[config.mk]
export PLATFORM = sky130hd
export DESIGN_NAME = ssc_status_cal
export DESIGN_NICKNAME = d
export VERILOG_FILES = /design/src/rtl/ssc_pkg.sv /design/src/rtl/ssc_decode.sv /design/src/rtl/ssc_status_cal.sv
export VERILOG_INCLUDE_DIRS = /design/src /design/src/rtl
export SDC_FILE = /design/constraint.sdc
export NUM_CORES = 1
export LEC_CHECK = 0
export BUFFER_PORTS_ARGS = -buffer_cell sky130_fd_sc_hd__clkbuf_2
export CORE_MARGIN = 2
export CORE_UTILIZATION = 50
export CTS_CLUSTER_SIZE = 40
export DETAILED_ROUTE_END_ITERATION = 7
export GPL_TIMING_DRIVEN = 0
export PLACE_DENSITY = 0.76
export SLEW_MARGIN = 20
export SYNTH_ARGS = -nofsm -noshare
export SYNTH_HDL_FRONTEND = slang
export SYNTH_SLANG_ARGS = --single-unit
[constraint.sdc]
create_clock -name ref_clk -period 3.75 [get_ports ref_clk]
set_input_delay 0.375 -clock ref_clk [delete_from_list [all_inputs] [get_ports ref_clk]]
set_output_delay 0.375 -clock ref_clk [all_outputs]
set_load 0.01 [all_outputs]
[src/rtl/ssc_map.svh]
// register, code and timing constants for the status and cal control block
`ifndef SSC_MAP_SVH
`define SSC_MAP_SVH
`define SSC_BIT_READY 0
`define SSC_BIT_CALDONE 1
`define SSC_BIT_ENTRY 2
`define SSC_BIT_MEAS 3
`define SSC_BIT_LIMIT 4
`define SSC_BIT_RQS 6
`define SSC_COND_MASK 8'h1f
`define SSC_MASK_RESET 8'h00
`define SSC_STATUS_RESET 8'h00
`define SSC_REF_PRESET 16'h03e8
`define SSC_REF_MIN 16'h01f4
`define SSC_REF_MAX 16'h04b0
`define SSC_ERR57_CODE 8'h39
`define SSC_ERR57_TIME_MS 2000
`define SSC_CLK_HZ 40000000
`define SSC_ERR57_CYCLES (`SSC_ERR57_TIME_MS * (`SSC_CLK_HZ / 1000))
`endif

[src/rtl/ssc_pkg.sv]
// types for the status and cal control block
package ssc_pkg;
    typedef enum logic [4:0] {
        SSC_CMD_NONE = 5'h00,
        SSC_CMD_MASK_PREFIX = 5'h01,
        SSC_CMD_MASK_READBACK = 5'h02,
        SSC_CMD_CLEAR_STATUS = 5'h03,
        SSC_CMD_COMMIT = 5'h04,
        SSC_CMD_REF_FACTOR = 5'h05,
        SSC_CMD_DEFAULT_STATE = 5'h06,
        SSC_CMD_TRIG_HOLD = 5'h07,
        SSC_CMD_TRIG_IMM = 5'h08,
        SSC_CMD_TRIG_DLY = 5'h09,
        SSC_CMD_TRIG_FREE = 5'h0a,
        SSC_CMD_GET_IGN = 5'h0b,
        SSC_CMD_GET_IMM = 5'h0c,
        SSC_CMD_GET_DLY = 5'h0d,
        SSC_CMD_OFFSET = 5'h0e,
        SSC_CMD_OSC_OFF = 5'h0f,
        SSC_CMD_OSC_ON = 5'h10,
        SSC_CMD_OTHER = 5'h1f
    } ssc_cmd_t;
    typedef enum logic [1:0] {
        SSC_TRIG_HOLD = 2'h0,
        SSC_TRIG_IMM = 2'h1,
        SSC_TRIG_DLY = 2'h2,
        SSC_TRIG_FREE = 2'h3
    } ssc_trig_t;
    typedef enum logic [1:0] {
        SSC_GET_IGN = 2'h0,
        SSC_GET_IMM = 2'h1,
        SSC_GET_DLY = 2'h2
    } ssc_get_t;
    typedef enum logic [5:0] {
        SSC_CAL_IDLE = 6'h01,
        SSC_CAL_PROBE_ON = 6'h02,
        SSC_CAL_PROBE_OFF = 6'h04,
        SSC_CAL_RUN = 6'h08,
        SSC_CAL_DONE = 6'h10,
        SSC_CAL_FAIL = 6'h20
    } ssc_cal_st_t;
    typedef struct packed {
        logic valid;
        logic is_data;
        logic [7:0] data;
    } ssc_rx_t;
    typedef struct packed {
        logic data_ready;
        logic meas_error;
        logic limit_error;
        logic entry_error;
    } ssc_cond_t;
    typedef struct packed {
        logic power_step_seen;
        logic gain_done;
    } ssc_analog_t;
endpackage : ssc_pkg

[src/rtl/ssc_decode.sv]
// two- and three-character program code decoder
`timescale 1ns/1ps
`default_nettype none
module ssc_decode (
    // clock and reset
    input wire logic ref_clk,
    input wire logic sys_rst,
    // received bytes
    input wire ssc_pkg::ssc_rx_t rx,
    // decoded code, one-cycle pulse
    output ssc_pkg::ssc_cmd_t cmd,
    output logic cmd_valid
);
    logic [7:0] first;
    logic have_first;
    logic [7:0] next_first;
    logic next_have_first;
    ssc_pkg::ssc_cmd_t next_cmd;
    logic next_cmd_valid;

    function automatic ssc_pkg::ssc_cmd_t lookup(input logic [7:0] a, input logic [7:0] b);
        unique case ({a, b})
            {"@", "1"}: lookup = ssc_pkg::SSC_CMD_MASK_PREFIX;
            {"R", "V"}: lookup = ssc_pkg::SSC_CMD_MASK_READBACK;
            {"C", "S"}: lookup = ssc_pkg::SSC_CMD_CLEAR_STATUS;
            {"E", "N"}: lookup = ssc_pkg::SSC_CMD_COMMIT;
            {"C", "L"}: lookup = ssc_pkg::SSC_CMD_REF_FACTOR;
            {"P", "R"}: lookup = ssc_pkg::SSC_CMD_DEFAULT_STATE;
            {"O", "S"}: lookup = ssc_pkg::SSC_CMD_OFFSET;
            default: lookup = ssc_pkg::SSC_CMD_OTHER;
        endcase
    endfunction

    // third char selects trigger, get and oscillator variants
    function automatic ssc_pkg::ssc_cmd_t lookup3(input logic [7:0] a, input logic [7:0] b,
                                                  input logic [7:0] c);
        unique case ({a, b, c})
            {"T", "R", "0"}: lookup3 = ssc_pkg::SSC_CMD_TRIG_HOLD;
            {"T", "R", "1"}: lookup3 = ssc_pkg::SSC_CMD_TRIG_IMM;
            {"T", "R", "2"}: lookup3 = ssc_pkg::SSC_CMD_TRIG_DLY;
            {"T", "R", "3"}: lookup3 = ssc_pkg::SSC_CMD_TRIG_FREE;
            {"G", "T", "0"}: lookup3 = ssc_pkg::SSC_CMD_GET_IGN;
            {"G", "T", "1"}: lookup3 = ssc_pkg::SSC_CMD_GET_IMM;
            {"G", "T", "2"}: lookup3 = ssc_pkg::SSC_CMD_GET_DLY;
            {"O", "C", "0"}: lookup3 = ssc_pkg::SSC_CMD_OSC_OFF;
            {"O", "C", "1"}: lookup3 = ssc_pkg::SSC_CMD_OSC_ON;
            default: lookup3 = ssc_pkg::SSC_CMD_NONE;
        endcase
    endfunction

    logic [7:0] second;
    logic have_second;
    logic [7:0] next_second;
    logic next_have_second;

    always_comb begin
        next_first = first;
        next_have_first = have_first;
        next_second = second;
        next_have_second = have_second;
        next_cmd = ssc_pkg::SSC_CMD_NONE;
        next_cmd_valid = 1'b0;
        if (rx.valid && !rx.is_data) begin
            if (!have_first) begin
                next_first = rx.data;
                next_have_first = 1'b1;
            end else if (!have_second) begin
                if (first == "T" || first == "G" || (first == "O" && rx.data == "C")) begin
                    next_second = rx.data;
                    next_have_second = 1'b1;
                end else begin
                    next_cmd = lookup(first, rx.data);
                    next_cmd_valid = 1'b1;
                    next_have_first = 1'b0;
                end
            end else begin
                next_cmd = lookup3(first, second, rx.data);
                if (next_cmd == ssc_pkg::SSC_CMD_NONE) begin
                    next_cmd = ssc_pkg::SSC_CMD_OTHER;
                end
                next_cmd_valid = 1'b1;
                next_have_first = 1'b0;
                next_have_second = 1'b0;
            end
        end
    end

    always_ff @(posedge ref_clk or posedge sys_rst) begin
        if (sys_rst) begin
            first <= 8'h00;
            have_first <= 1'b0;
            second <= 8'h00;
            have_second <= 1'b0;
            cmd <= ssc_pkg::SSC_CMD_NONE;
            cmd_valid <= 1'b0;
        end else begin
            first <= next_first;
            have_first <= next_have_first;
            second <= next_second;
            have_second <= next_have_second;
            cmd <= next_cmd;
            cmd_valid <= next_cmd_valid;
        end
    end
endmodule // ssc_decode
`default_nettype wire

[src/rtl/ssc_status_cal.sv]
// status byte, service-request mask and reference-calibration sequencer
// Contract
// - masked high conditions raise service request; unmasked still set status bits
// - mask loads from the one byte sent right after the mask prefix
// - service-request flag at weight 64 true when any enabled condition set
// - condition and service-request flags stick until status byte cleared
// - status positions of weight 128 and 32 read zero
// - bus service-request line follows the service-request flag exactly
// - status-clear code clears status byte and withdraws service request
// - value codes act only once the commit code arrives
// - decode four trigger modes and three group-trigger responses
// - reference factor outside 50.0 to 120.0 percent magnitude is entry error
// - negative reference factor calibrates against external source, oscillator unused
// - positive reference factor calibrates against internal 1.00 mW oscillator
// - preset stores 100 percent reference factor, gain untouched
// - reference code committed without digits calibrates with last stored factor
// - any command other than the commit during calibration aborts it, then executes
// - aborted calibration still keeps the newly entered factor
// - offset settings not applied during calibration
// - autorange forced during calibration, previous range restored afterwards
// - internal calibration first toggles oscillator, proceeds only on power change
// - oscillator returns to its prior state after internal calibration
// - lost settings raise error 57, cleared after two seconds or new function
`include "ssc_map.svh"
`timescale 1ns/1ps
`default_nettype none
module ssc_status_cal #(
    parameter int ERR57_CYCLES = `SSC_ERR57_CYCLES
) (
    // clock and reset
    input wire logic ref_clk,
    input wire logic sys_rst,
    // bus bytes: program code characters or data bytes
    input wire ssc_pkg::ssc_rx_t rx,
    // numeric entry in tenths of a percent, sign separate
    input wire logic num_has_digits,
    input wire logic num_negative,
    input wire logic [15:0] num_tenths,
    // measurement-side conditions as one-cycle pulses, then analog, lost-settings, range and offset levels
    input wire ssc_pkg::ssc_cond_t cond,
    input wire ssc_pkg::ssc_analog_t analog,
    input wire logic settings_lost,
    input wire logic range_auto_user,
    input wire logic [15:0] offset_value,
    // status and service request
    output logic [7:0] service_status_byte,
    output logic [7:0] service_mask,
    output logic srq_out,
    output logic srq_oe_n,
    // configuration
    output ssc_pkg::ssc_trig_t trigger_mode,
    output ssc_pkg::ssc_get_t get_mode,
    output logic [15:0] reference_factor,
    output logic [15:0] offset_applied,
    // calibration controls
    output logic cal_busy,
    output logic cal_external,
    output logic osc_on,
    output logic range_auto,
    output logic gain_load,
    output logic [7:0] error_code,
    output logic preset_pulse,
    output logic mask_readback_req
);
    ssc_pkg::ssc_cmd_t cmd;
    logic cmd_valid;

    ssc_decode u_decode (
        .ref_clk(ref_clk),
        .sys_rst(sys_rst),
        .rx(rx),
        .cmd(cmd),
        .cmd_valid(cmd_valid)
    );

    function automatic logic in_range(input logic [15:0] v);
        in_range = (v >= `SSC_REF_MIN) && (v <= `SSC_REF_MAX);
    endfunction

    ssc_pkg::ssc_cal_st_t cal_st, next_cal_st;
    logic [4:0] cond_bits, next_cond_bits;
    logic service_request_flag, next_rqs;
    logic [7:0] next_mask;
    logic mask_pending, next_mask_pending;
    ssc_pkg::ssc_cmd_t pend, next_pend;
    ssc_pkg::ssc_trig_t next_trig;
    ssc_pkg::ssc_get_t next_get;
    logic [15:0] next_ref;
    logic ref_neg, next_ref_neg;
    logic [15:0] next_offset;
    logic osc_user, next_osc_user;
    logic next_osc_on;
    logic next_gain_load;
    logic [7:0] next_error;
    logic [31:0] err_cnt, next_err_cnt;
    logic lost_seen, next_lost_seen;
    logic next_preset;
    logic next_readback;
    logic new_cmd;
    logic [4:0] set_bits;

    assign new_cmd = cmd_valid && cmd != ssc_pkg::SSC_CMD_COMMIT;

    // status and mask
    always_comb begin
        set_bits = '0;
        set_bits[`SSC_BIT_READY] = cond.data_ready;
        set_bits[`SSC_BIT_MEAS] = cond.meas_error;
        set_bits[`SSC_BIT_LIMIT] = cond.limit_error;
        set_bits[`SSC_BIT_ENTRY] = cond.entry_error;
        // cal completion flag only from normal finish
        set_bits[`SSC_BIT_CALDONE] = (cal_st == ssc_pkg::SSC_CAL_DONE);
        if (cmd_valid && cmd == ssc_pkg::SSC_CMD_COMMIT && pend == ssc_pkg::SSC_CMD_REF_FACTOR
            && num_has_digits && !in_range(num_tenths)) begin
            set_bits[`SSC_BIT_ENTRY] = 1'b1;
        end
        next_cond_bits = cond_bits;
        if (cmd_valid && cmd == ssc_pkg::SSC_CMD_CLEAR_STATUS) begin
            next_cond_bits = '0;
        end
        next_cond_bits = next_cond_bits | set_bits;
        next_mask = service_mask;
        next_mask_pending = mask_pending;
        if (cmd_valid && cmd == ssc_pkg::SSC_CMD_MASK_PREFIX) begin
            next_mask_pending = 1'b1;
        end else if (rx.valid && rx.is_data && mask_pending) begin
            next_mask = rx.data;
            next_mask_pending = 1'b0;
        end else if (cmd_valid) begin
            next_mask_pending = 1'b0;
        end
        // new mask counts at once, so a stored flag it enables raises rqs with it
        next_rqs = (cmd_valid && cmd == ssc_pkg::SSC_CMD_CLEAR_STATUS) ? 1'b0 : service_request_flag;
        if (|(next_cond_bits & next_mask[4:0])) begin
            next_rqs = 1'b1;
        end
    end

    always_ff @(posedge ref_clk or posedge sys_rst) begin
        if (sys_rst) begin
            cond_bits <= '0;
            service_request_flag <= 1'b0;
            service_mask <= `SSC_MASK_RESET;
            mask_pending <= 1'b0;
        end else begin
            cond_bits <= next_cond_bits;
            service_request_flag <= next_rqs;
            service_mask <= next_mask;
            mask_pending <= next_mask_pending;
        end
    end

    // bits of weight 128 and 32 are tied low
    assign service_status_byte = {1'b0, service_request_flag, 1'b0, cond_bits};
    assign srq_out = service_request_flag;
    assign srq_oe_n = ~service_request_flag;

    // command execution and calibration
    always_comb begin
        next_pend = pend;
        next_trig = trigger_mode;
        next_get = get_mode;
        next_ref = reference_factor;
        next_ref_neg = ref_neg;
        next_offset = offset_applied;
        next_osc_user = osc_user;
        next_cal_st = cal_st;
        next_gain_load = 1'b0;
        next_preset = 1'b0;
        next_readback = 1'b0;
        next_error = error_code;
        next_err_cnt = err_cnt;
        next_lost_seen = lost_seen;
        if (cmd_valid) begin
            unique case (cmd)
                ssc_pkg::SSC_CMD_TRIG_HOLD: next_trig = ssc_pkg::SSC_TRIG_HOLD;
                ssc_pkg::SSC_CMD_TRIG_IMM: next_trig = ssc_pkg::SSC_TRIG_IMM;
                ssc_pkg::SSC_CMD_TRIG_DLY: next_trig = ssc_pkg::SSC_TRIG_DLY;
                ssc_pkg::SSC_CMD_TRIG_FREE: next_trig = ssc_pkg::SSC_TRIG_FREE;
                ssc_pkg::SSC_CMD_GET_IGN: next_get = ssc_pkg::SSC_GET_IGN;
                ssc_pkg::SSC_CMD_GET_IMM: next_get = ssc_pkg::SSC_GET_IMM;
                ssc_pkg::SSC_CMD_GET_DLY: next_get = ssc_pkg::SSC_GET_DLY;
                ssc_pkg::SSC_CMD_OSC_OFF: next_osc_user = 1'b0;
                ssc_pkg::SSC_CMD_OSC_ON: next_osc_user = 1'b1;
                ssc_pkg::SSC_CMD_MASK_READBACK: next_readback = 1'b1;
                ssc_pkg::SSC_CMD_DEFAULT_STATE: begin
                    next_ref = `SSC_REF_PRESET;
                    next_ref_neg = 1'b0;
                    next_preset = 1'b1;
                end
                ssc_pkg::SSC_CMD_REF_FACTOR,
                ssc_pkg::SSC_CMD_OFFSET: next_pend = cmd;
                ssc_pkg::SSC_CMD_COMMIT: begin
                    // value codes act only on the commit
                    if (pend == ssc_pkg::SSC_CMD_OFFSET && cal_st == ssc_pkg::SSC_CAL_IDLE) begin
                        next_offset = offset_value;
                    end else if (pend == ssc_pkg::SSC_CMD_REF_FACTOR) begin
                        if (!num_has_digits) begin
                            next_cal_st = ref_neg ? ssc_pkg::SSC_CAL_RUN
                                                  : ssc_pkg::SSC_CAL_PROBE_ON;
                        end else if (in_range(num_tenths)) begin
                            next_ref = num_tenths;
                            next_ref_neg = num_negative;
                            next_cal_st = num_negative ? ssc_pkg::SSC_CAL_RUN
                                                       : ssc_pkg::SSC_CAL_PROBE_ON;
                        end
                    end
                    next_pend = ssc_pkg::SSC_CMD_NONE;
                end
                default: next_pend = ssc_pkg::SSC_CMD_NONE;
            endcase
            if (new_cmd) begin
                next_error = 8'h00;
            end
        end
        // abort on any command other than the commit
        if (new_cmd && cal_st != ssc_pkg::SSC_CAL_IDLE) begin
            next_cal_st = ssc_pkg::SSC_CAL_IDLE;
        end else if (!cmd_valid) begin
            unique case (cal_st)
                ssc_pkg::SSC_CAL_IDLE: next_cal_st = ssc_pkg::SSC_CAL_IDLE;
                ssc_pkg::SSC_CAL_PROBE_ON: next_cal_st = ssc_pkg::SSC_CAL_PROBE_OFF;
                ssc_pkg::SSC_CAL_PROBE_OFF: next_cal_st = analog.power_step_seen
                    ? ssc_pkg::SSC_CAL_RUN : ssc_pkg::SSC_CAL_FAIL;
                ssc_pkg::SSC_CAL_RUN: if (analog.gain_done) begin
                    next_cal_st = ssc_pkg::SSC_CAL_DONE;
                    next_gain_load = 1'b1;
                end
                ssc_pkg::SSC_CAL_DONE: next_cal_st = ssc_pkg::SSC_CAL_IDLE;
                ssc_pkg::SSC_CAL_FAIL: next_cal_st = ssc_pkg::SSC_CAL_IDLE;
                default: next_cal_st = ssc_pkg::SSC_CAL_IDLE;
            endcase
        end
        // lost-settings error with timed clear
        if (settings_lost && !lost_seen) begin
            next_lost_seen = 1'b1;
            next_error = `SSC_ERR57_CODE;
            next_err_cnt = '0;
        end else if (error_code == `SSC_ERR57_CODE) begin
            if (err_cnt == 32'(ERR57_CYCLES - 1)) begin
                next_error = 8'h00;
            end else begin
                next_err_cnt = err_cnt + 32'h1;
            end
        end
        if (error_code == `SSC_ERR57_CODE && next_error == 8'h00) begin
            next_ref = `SSC_REF_PRESET;
            next_ref_neg = 1'b0;
            next_preset = 1'b1;
        end
    end

    always_comb begin
        unique case (cal_st)
            ssc_pkg::SSC_CAL_PROBE_ON: next_osc_on = 1'b1;
            ssc_pkg::SSC_CAL_PROBE_OFF: next_osc_on = 1'b0;
            ssc_pkg::SSC_CAL_RUN: next_osc_on = !ref_neg;
            default: next_osc_on = osc_user;
        endcase
    end

    always_ff @(posedge ref_clk or posedge sys_rst) begin
        if (sys_rst) begin
            pend <= ssc_pkg::SSC_CMD_NONE;
            trigger_mode <= ssc_pkg::SSC_TRIG_FREE;
            get_mode <= ssc_pkg::SSC_GET_IGN;
            reference_factor <= `SSC_REF_PRESET;
            ref_neg <= 1'b0;
            offset_applied <= 16'h0000;
            osc_user <= 1'b0;
            osc_on <= 1'b0;
            cal_st <= ssc_pkg::SSC_CAL_IDLE;
            gain_load <= 1'b0;
            error_code <= 8'h00;
            err_cnt <= '0;
            lost_seen <= 1'b0;
            preset_pulse <= 1'b0;
            mask_readback_req <= 1'b0;
        end else begin
            pend <= next_pend;
            trigger_mode <= next_trig;
            get_mode <= next_get;
            reference_factor <= next_ref;
            ref_neg <= next_ref_neg;
            offset_applied <= next_offset;
            osc_user <= next_osc_user;
            osc_on <= next_osc_on;
            cal_st <= next_cal_st;
            gain_load <= next_gain_load;
            error_code <= next_error;
            err_cnt <= next_err_cnt;
            lost_seen <= next_lost_seen;
            preset_pulse <= next_preset;
            mask_readback_req <= next_readback;
        end
    end

    assign cal_busy = (cal_st != ssc_pkg::SSC_CAL_IDLE);
    assign cal_external = ref_neg;
    // autorange forced while busy, user setting otherwise
    assign range_auto = cal_busy ? 1'b1 : range_auto_user;

    srq_flag_a: assert property (@(posedge ref_clk) disable iff (sys_rst)
        srq_out == service_status_byte[6]) else $error("srq line differs from flag");
    zero_bits_a: assert property (@(posedge ref_clk) disable iff (sys_rst)
        service_status_byte[7] == 1'b0 && service_status_byte[5] == 1'b0)
        else $error("reserved status bits set");
    rqs_sticky_a: assert property (@(posedge ref_clk) disable iff (sys_rst)
        service_request_flag && !(cmd_valid && cmd == ssc_pkg::SSC_CMD_CLEAR_STATUS) |=> service_request_flag)
        else $error("service request dropped");
    rqs_cause_a: assert property (@(posedge ref_clk) disable iff (sys_rst)
        |(cond_bits & service_mask[4:0]) |-> service_request_flag) else $error("enabled flag without rqs");
    clear_status_a: assert property (@(posedge ref_clk) disable iff (sys_rst)
        cmd_valid && cmd == ssc_pkg::SSC_CMD_CLEAR_STATUS && set_bits == '0
        && cal_st == ssc_pkg::SSC_CAL_IDLE |=> cond_bits == '0)
        else $error("clear status ignored");
    abort_cal_a: assert property (@(posedge ref_clk) disable iff (sys_rst)
        new_cmd && cal_busy |=> cal_st == ssc_pkg::SSC_CAL_IDLE && !gain_load)
        else $error("calibration not aborted");
    autorange_cal_a: assert property (@(posedge ref_clk) disable iff (sys_rst)
        cal_busy |-> range_auto) else $error("autorange not forced");
    offset_hold_a: assert property (@(posedge ref_clk) disable iff (sys_rst)
        cal_busy |=> offset_applied == $past(offset_applied))
        else $error("offset changed during calibration");
    osc_restore_a: assert property (@(posedge ref_clk) disable iff (sys_rst)
        cal_st == ssc_pkg::SSC_CAL_DONE ##1 cal_st == ssc_pkg::SSC_CAL_IDLE |=> osc_on == osc_user)
        else $error("oscillator not restored");
    preset_ref_a: assert property (@(posedge ref_clk) disable iff (sys_rst)
        cmd_valid && cmd == ssc_pkg::SSC_CMD_DEFAULT_STATE |=> reference_factor == `SSC_REF_PRESET
        && !gain_load) else $error("preset factor wrong");
endmodule // ssc_status_cal
`default_nettype wire
Yosys cells after proc, flatten, opt, wreduce, memory -nomap -nowiden

Cells that the tools add are included.

Magnitude comparators: 2
Reductions and logical operators: 46
Muxes and demuxes: 76
Equal/unequal tests: 52
Add/sub/neg operators: 1
Bitwise gates (word level): 7

Operator list:

| cell                                                              | number |
|---|---|
| == test 24 x 23 -> 1 bit (second input constant)                  | 9 |
| == test 16 x 15 -> 1 bit (second input constant)                  | 7 |
| 2-to-1 mux 16 bit                                                 | 6 |
| 2-to-1 mux 32 bit                                                 | 3 |
| 2-to-1 mux 6 bit                                                  | 10 |
| 2-to-1 mux 5 bit                                                  | 11 |
| == test 5 x 4 -> 1 bit (second input constant)                    | 9 |
| one-hot mux 5 bit (9 select lines)                                | 1 |
| 2-to-1 mux 8 bit                                                  | 5 |
| one-hot mux 5 bit (7 select lines)                                | 1 |
| adder 32 x 1 -> 32 bit (second input constant)                    | 1 |
| == test 32 x 27 -> 1 bit (second input constant)                  | 1 |
| == test 8 x 7 -> 1 bit (second input constant)                    | 4 |
| one-hot mux 16 bit (2 select lines)                               | 1 |
| 2-to-1 mux 1 bit                                                  | 29 |
| == test 5 x 3 -> 1 bit (second input constant)                    | 5 |
| one-hot mux 6 bit (3 select lines)                                | 1 |
| >= comparator 16 x 9 -> 1 bit (second input constant)             | 1 |
| less-or-equal comparator 16 x 11 -> 1 bit (second input constant) | 1 |
| logical AND 1 bit                                                 | 16 |
| AND reduction 2 bit                                               | 8 |
| OR reduction 11 bit                                               | 1 |
| == test 5 x 2 -> 1 bit (second input constant)                    | 2 |
| one-hot mux 5 bit (2 select lines)                                | 1 |
| other kinds (33)                                                  | 50 |

Register bits after elaboration: 133
Logic and storage cells: 210
Input port bits: 54

Logic depth before layout (Yosys ltp)

Depth after elaboration: 12
Gate-level depth with buffers: 8
Mapped depth without buffers: 6

Cells and area by module

A second synthesis with hierarchy kept.

Cells, all modules: 664
Area total of the unflattened synthesis: 6809.0 sq um

Modules (own cells, without submodules):

| module         | area an instance (sq um) | cells each | times used |
|---|---|---|---|
| ssc_status_cal | 5361.4                   | 523        | 1 |
| ssc_decode     | 1447.6                   | 141        | 1 |

Worst setup path before layout

OpenSTA, ideal clock, no wires.

Kind: register to register
From: register error_code[6]
To: register reference_factor[3]
Path slack: 1.273 ns
Stages on the path, launching flop included: 8
Arrival: 2.395 ns
Path buffers: 1
Setup time: 0.082 ns
Clock period less this slack: 2.477 ns
Cell sequence: dfrtp_1 > or4b_4 > or2_1 > buf_2 > nor3_4 > a21oi_2 > o31ai_4 > mux2_2

Longest elaborated chain between the ends: 9
Elaborated cells between the ends (all ways): 16
Classes of those cells: eq/ne (5); mux (6); reduce/logical (5)

Ends and longest elaborated chain:

| item                                                            | RTL line              | source |
|---|---|---|
| from (decl)                                                     | ssc_status_cal.sv:61  | `output logic [7:0] error_code,` |
| from (signal assigned)                                          | ssc_status_cal.sv:290 | `error_code <= next_error;` |
| 2-to-1 mux 8 bit                                                | ssc_status_cal.sv:212 | `if (new_cmd) begin` |
| 2-to-1 mux 8 bit                                                | ssc_status_cal.sv:174 | `if (cmd_valid) begin` |
| 2-to-1 mux 8 bit                                                | ssc_status_cal.sv:240 | `if (err_cnt == 32'(ERR57_CYCLES - 1)) begin` |
| 2-to-1 mux 8 bit                                                | ssc_status_cal.sv:239 | `` end else if (error_code == `SSC_ERR57_CODE) begin `` |
| 2-to-1 mux 8 bit                                                | ssc_status_cal.sv:235 | `if (settings_lost && !lost_seen) begin` |
| zero test 8 bit                                                 | ssc_status_cal.sv:246 | `` if (error_code == `SSC_ERR57_CODE && next_error == 8'h00) begin `` |
| logical AND 1 bit *                                             | ssc_status_cal.sv:246 |  |
| != test 3 x 1 -> 1 bit (no source line) (tied with other cells) | --                    |  |
| AND reduction 6 bit (no source line)                            | --                    |  |
| to (signal assigned)                                            | ssc_status_cal.sv:267 | `` reference_factor <= `SSC_REF_PRESET; `` |
| to (signal assigned)                                            | ssc_status_cal.sv:283 | `reference_factor <= next_ref;` |
| to (decl)                                                       | ssc_status_cal.sv:53  | `output logic [15:0] reference_factor,` |

Every way passes the cells marked *; elsewhere a longest branch is shown, timed or not.
A chain may end at the register's enable or synchronous reset.

Final worst setup path

From: register err_cnt[14]
To: register err_cnt[15]

Longest elaborated chain between the ends: 4
Elaborated cells between the ends (all ways): 7
Classes of those cells: add/sub (1); eq/ne (2); mux (3); reduce/logical (1)

Ends and longest elaborated chain:

| item                   | RTL line              | source |
|---|---|---|
| from (decl)            | ssc_status_cal.sv:95  | `logic [31:0] err_cnt, next_err_cnt;` |
| from (signal assigned) | ssc_status_cal.sv:291 | `err_cnt <= next_err_cnt;` |
| adder 32 x 1 -> 32 bit | ssc_status_cal.sv:243 | `next_err_cnt = err_cnt + 32'h1;` |
| 2-to-1 mux 32 bit      | ssc_status_cal.sv:240 |  |
| 2-to-1 mux 32 bit      | ssc_status_cal.sv:239 |  |
| 2-to-1 mux 32 bit      | ssc_status_cal.sv:235 |  |

Parallel ways exist; a longest one is shown, timed or not. The select of a mux whose other input is x is not followed.

==> out/results.ini <==
[critical_path]
endpoint_kind=register
critPathRequiredTime_ns=4.04
critPathKind=register to register
cp-start-kind=register
critical_path.max_fanout=10
crit_arrival_ns=3.02

[global_routing]
grt_pass1_vias=5411
grt.total_usage_pct=23.1
grt_max_degree=36
antenna_found_initial=0
grt_pass1_wl_um=26300
overflow=0

[layout]
drive_gt1_share_pct=28.6
area_growth_pct=24.0
multi_input_area_mm2=0.00301
diodes=0
post_layout_nonfiller_instances=973
num-fill-cells=989
seq_area_mm2=0.00334
nets=843

[floorplanning]
row_count=41
die_area_mm2=0.0141
initial_core_util_pct=51.7
die_w_um=119
core-area_mm2=0.0128
die_h_um=119
pin_count=123

[clock_network]
clk_latency_ns=0.43
cts_root_buf=clkbuf_16
cts.repair.resized=0
cts-htree-levels=4
cts_tree=built
cts.clk_slew.worst_paths_ns=0.06
clock-sinks=133
numCtsBuffers=17
clockBufferDepth=2

[route]
vias_per_cell=5.56
dr.pass1.iters=4
antenna_left=0
drt-initial-drc-count=399
wl_per_cell_um=16.0
wl_um=15600
drc=0
routed-via-count=5413

[sta]
fin_skew_ns=0.00969
slew_headroom_pct=46.3
final.setup.tns_ns=0
clock.fmax_ghz=0.366
post-route-period-util_pct=72.8
worst_pin_slew_ns=0.794
grt_setup_unrepaired=no
finalSetupViolCount=0
hold_ws_ns=0.143
slew_violations=0
hold_viol=0
fin_crit_ns=2.73

[place]
gp_congestion=0.890
place.detailed.hpwl_um=11300
place_inst=940
placement.io_buffers=120

[power]
p_seq_share_pct=42.0
p_clk_share_pct=42.9
peakVddDrop_mv=0.374
power.switching_mw=1.12
leakagePower_nw=3.62
internal_power_mw=3.11
comb_power_share_pct=15.1
p_sw_share_pct=26.5
finalPower_mw=4.23
power_per_cell_area_mw_per_mm2=517

[synthesis]
synth_edf_count=0
syn-instance-count=643
synth_cell_type_count=74
ys_seq_area_share_pct=50.6
avgSynthCellArea_um2=10.3
synth-seq-cells=133
syn_area_mm2=0.00661
synth_ff_type=dfrtp_1
async_flop_share_pct=100
yosys_warnings=0

[run_status]
status=finished, final reports clean

[min_path]
min_path_type=input port to register

[flow_run]
maxCapViolations=0

-- final cells by class --
type	instances	area share (%)
multi-input combinational	446	36.8
buffer	31	1.68
sequential	133	40.8
inverter	34	1.60
timing repair buffer	125	8.53
clock buffer	22	5.91
tap	172	2.63
clock inverter	10	2.08
-- placed cells by master (no fill, tap or decap), types with 4 or more instances in the layout --
cell type  count
a21o_1        11
a21oi_1       13
a22oi_1        4
a31oi_1        6
and2_1         9
bufinv_16      4
clkbuf_1      24
clkbuf_16     17
clkbuf_2     120
clkbuf_8       4
dfrtp_1      124
dfstp_2        9
inv_1         32
mux2_2        47
mux2i_1       11
nand2_1       49
nand2b_1      13
nand3_1       22
nand3b_1       7
nand4_1        9
nor2_1        57
nor2b_1        7
nor3_1        29
nor3b_1        7
nor4_1        11
nor4b_1        7
o21ai_0       20
o31ai_1        5
or3_1         12
xnor2_1       18
xor2_1         6
-- worst paths after layout --
kind,startpoint,endpoint,slack (ns),depth (start not counted)
min in group asynchronous,sys_rst,offset_applied[1]$_DFFE_PP0P_,0.54,3
max reg2reg,err_cnt[14]$_DFFE_PP0P_,err_cnt[15]$_DFFE_PP0P_,1.02,7
max in group asynchronous,sys_rst,service_mask[6]$_DFFE_PP0P_,2.29,6
min,cond[0],cond_bits[2]$_DFF_PP0_,0.14,3
min reg2reg,lost_seen$_DFFE_PP0P_,lost_seen$_DFFE_PP0P_,0.49,1
max,err_cnt[14]$_DFFE_PP0P_,err_cnt[15]$_DFFE_PP0P_,1.02,7
-- metrics by stage --
stage	util (%)	area, µm²	setup WS (ns)
after CTS	64.0	8180	1.04
after detailed placement	58.8	7520	0.798
after global routing	64.1	8190	0.862
after global placement	58.2	7430	0.859
final	64.1	8190	1.02
after floorplan	-	6610	1.27
-- sequential cells by signal, summed over array words and instances, names as in the netlist, 2 cells and up --
| register | count |
|---|---|
| cal_st | 6 |
| trigger_mode | 2 |
| u_decode.second | 8 |
| u_decode.first | 8 |
| u_decode.cmd | 5 |
| cond_bits | 5 |
| error_code | 8 |
| service_mask | 8 |
| get_mode | 2 |
| err_cnt | 32 |
| offset_applied | 16 |
| reference_factor | 16 |
| pend | 5 |
-- cells by family after synthesis --
group / count (synthesis) / share of synthesized area, %
AND/OR/NAND/NOR: 263 / 21.6
flip-flops: 133 / 50.6
AO/OA/AOI/OAI: 95 / 10.2
buffers and inverters: 65 / 4.02
multiplexers: 60 / 10.0
XOR/XNOR: 24 / 3.18
adder cells (fa/ha/maj): 2 / 0.341
other: 1 / 0.0568
-- power by group through the flow --
stage / clock network, mW / registers, mW / logic, mW
6_report: 1.82 / 1.78 / 0.637
5_1_grt: 1.90 / 1.80 / 0.706
4_1_cts: 1.84 / 1.78 / 0.638
3_5_place_dp: 0 / 1.80 / 0.629
3_3_place_gp: 0 / 1.79 / 0.595
2_1_floorplan: 0 / 1.80 / 0.373
-- critical path: stages, from the launching register on --
cell       delay (ns)
dfrtp_1          0.42
nand4bb_1        0.20
or4_1            0.55
o311ai_1         0.73
buf_2            0.36
nor3_1           0.10
xnor2_1          0.17
nor2_1           0.06
-- per-layer routing --
layer | vias to the layer above | track usage (%) | part of all wire, %
met3 | 31 | 5.80 | 5.4
met1 | 2634 | 29.0 | 44
met5 | - | 0 | 0
li1 | 2581 | - | -
met4 | 0 | 9.67 | 2.5
met2 | 167 | 38.2 | 48
-- synth_stat cells (all sizes together), types with 11 or more instances --
cell	instances	share of area (%)
nor2	57	3.2
nand2	49	2.8
nor3	30	2.4
o21ai	20	1.5
a21oi	14	1.1
mux2i	11	1.7
nand3	22	1.7
or3	12	1.1
xnor2	18	2.4
a21o	11	1.3
nor4	12	1.2
mux2	49	8.4
clkbuf	23	1.3
nand2b	13	1.2
dfrtp	124	47
inv	34	1.9
-- repair_timing --
| item | CTS | global route |
|---|---|---|
| hold endpoints to repair | 16 | 0 |
| hold buffers | 1 | 0 |
| buffers inserted | 0 | 0 |
Power figures use the tool's default switching activity.
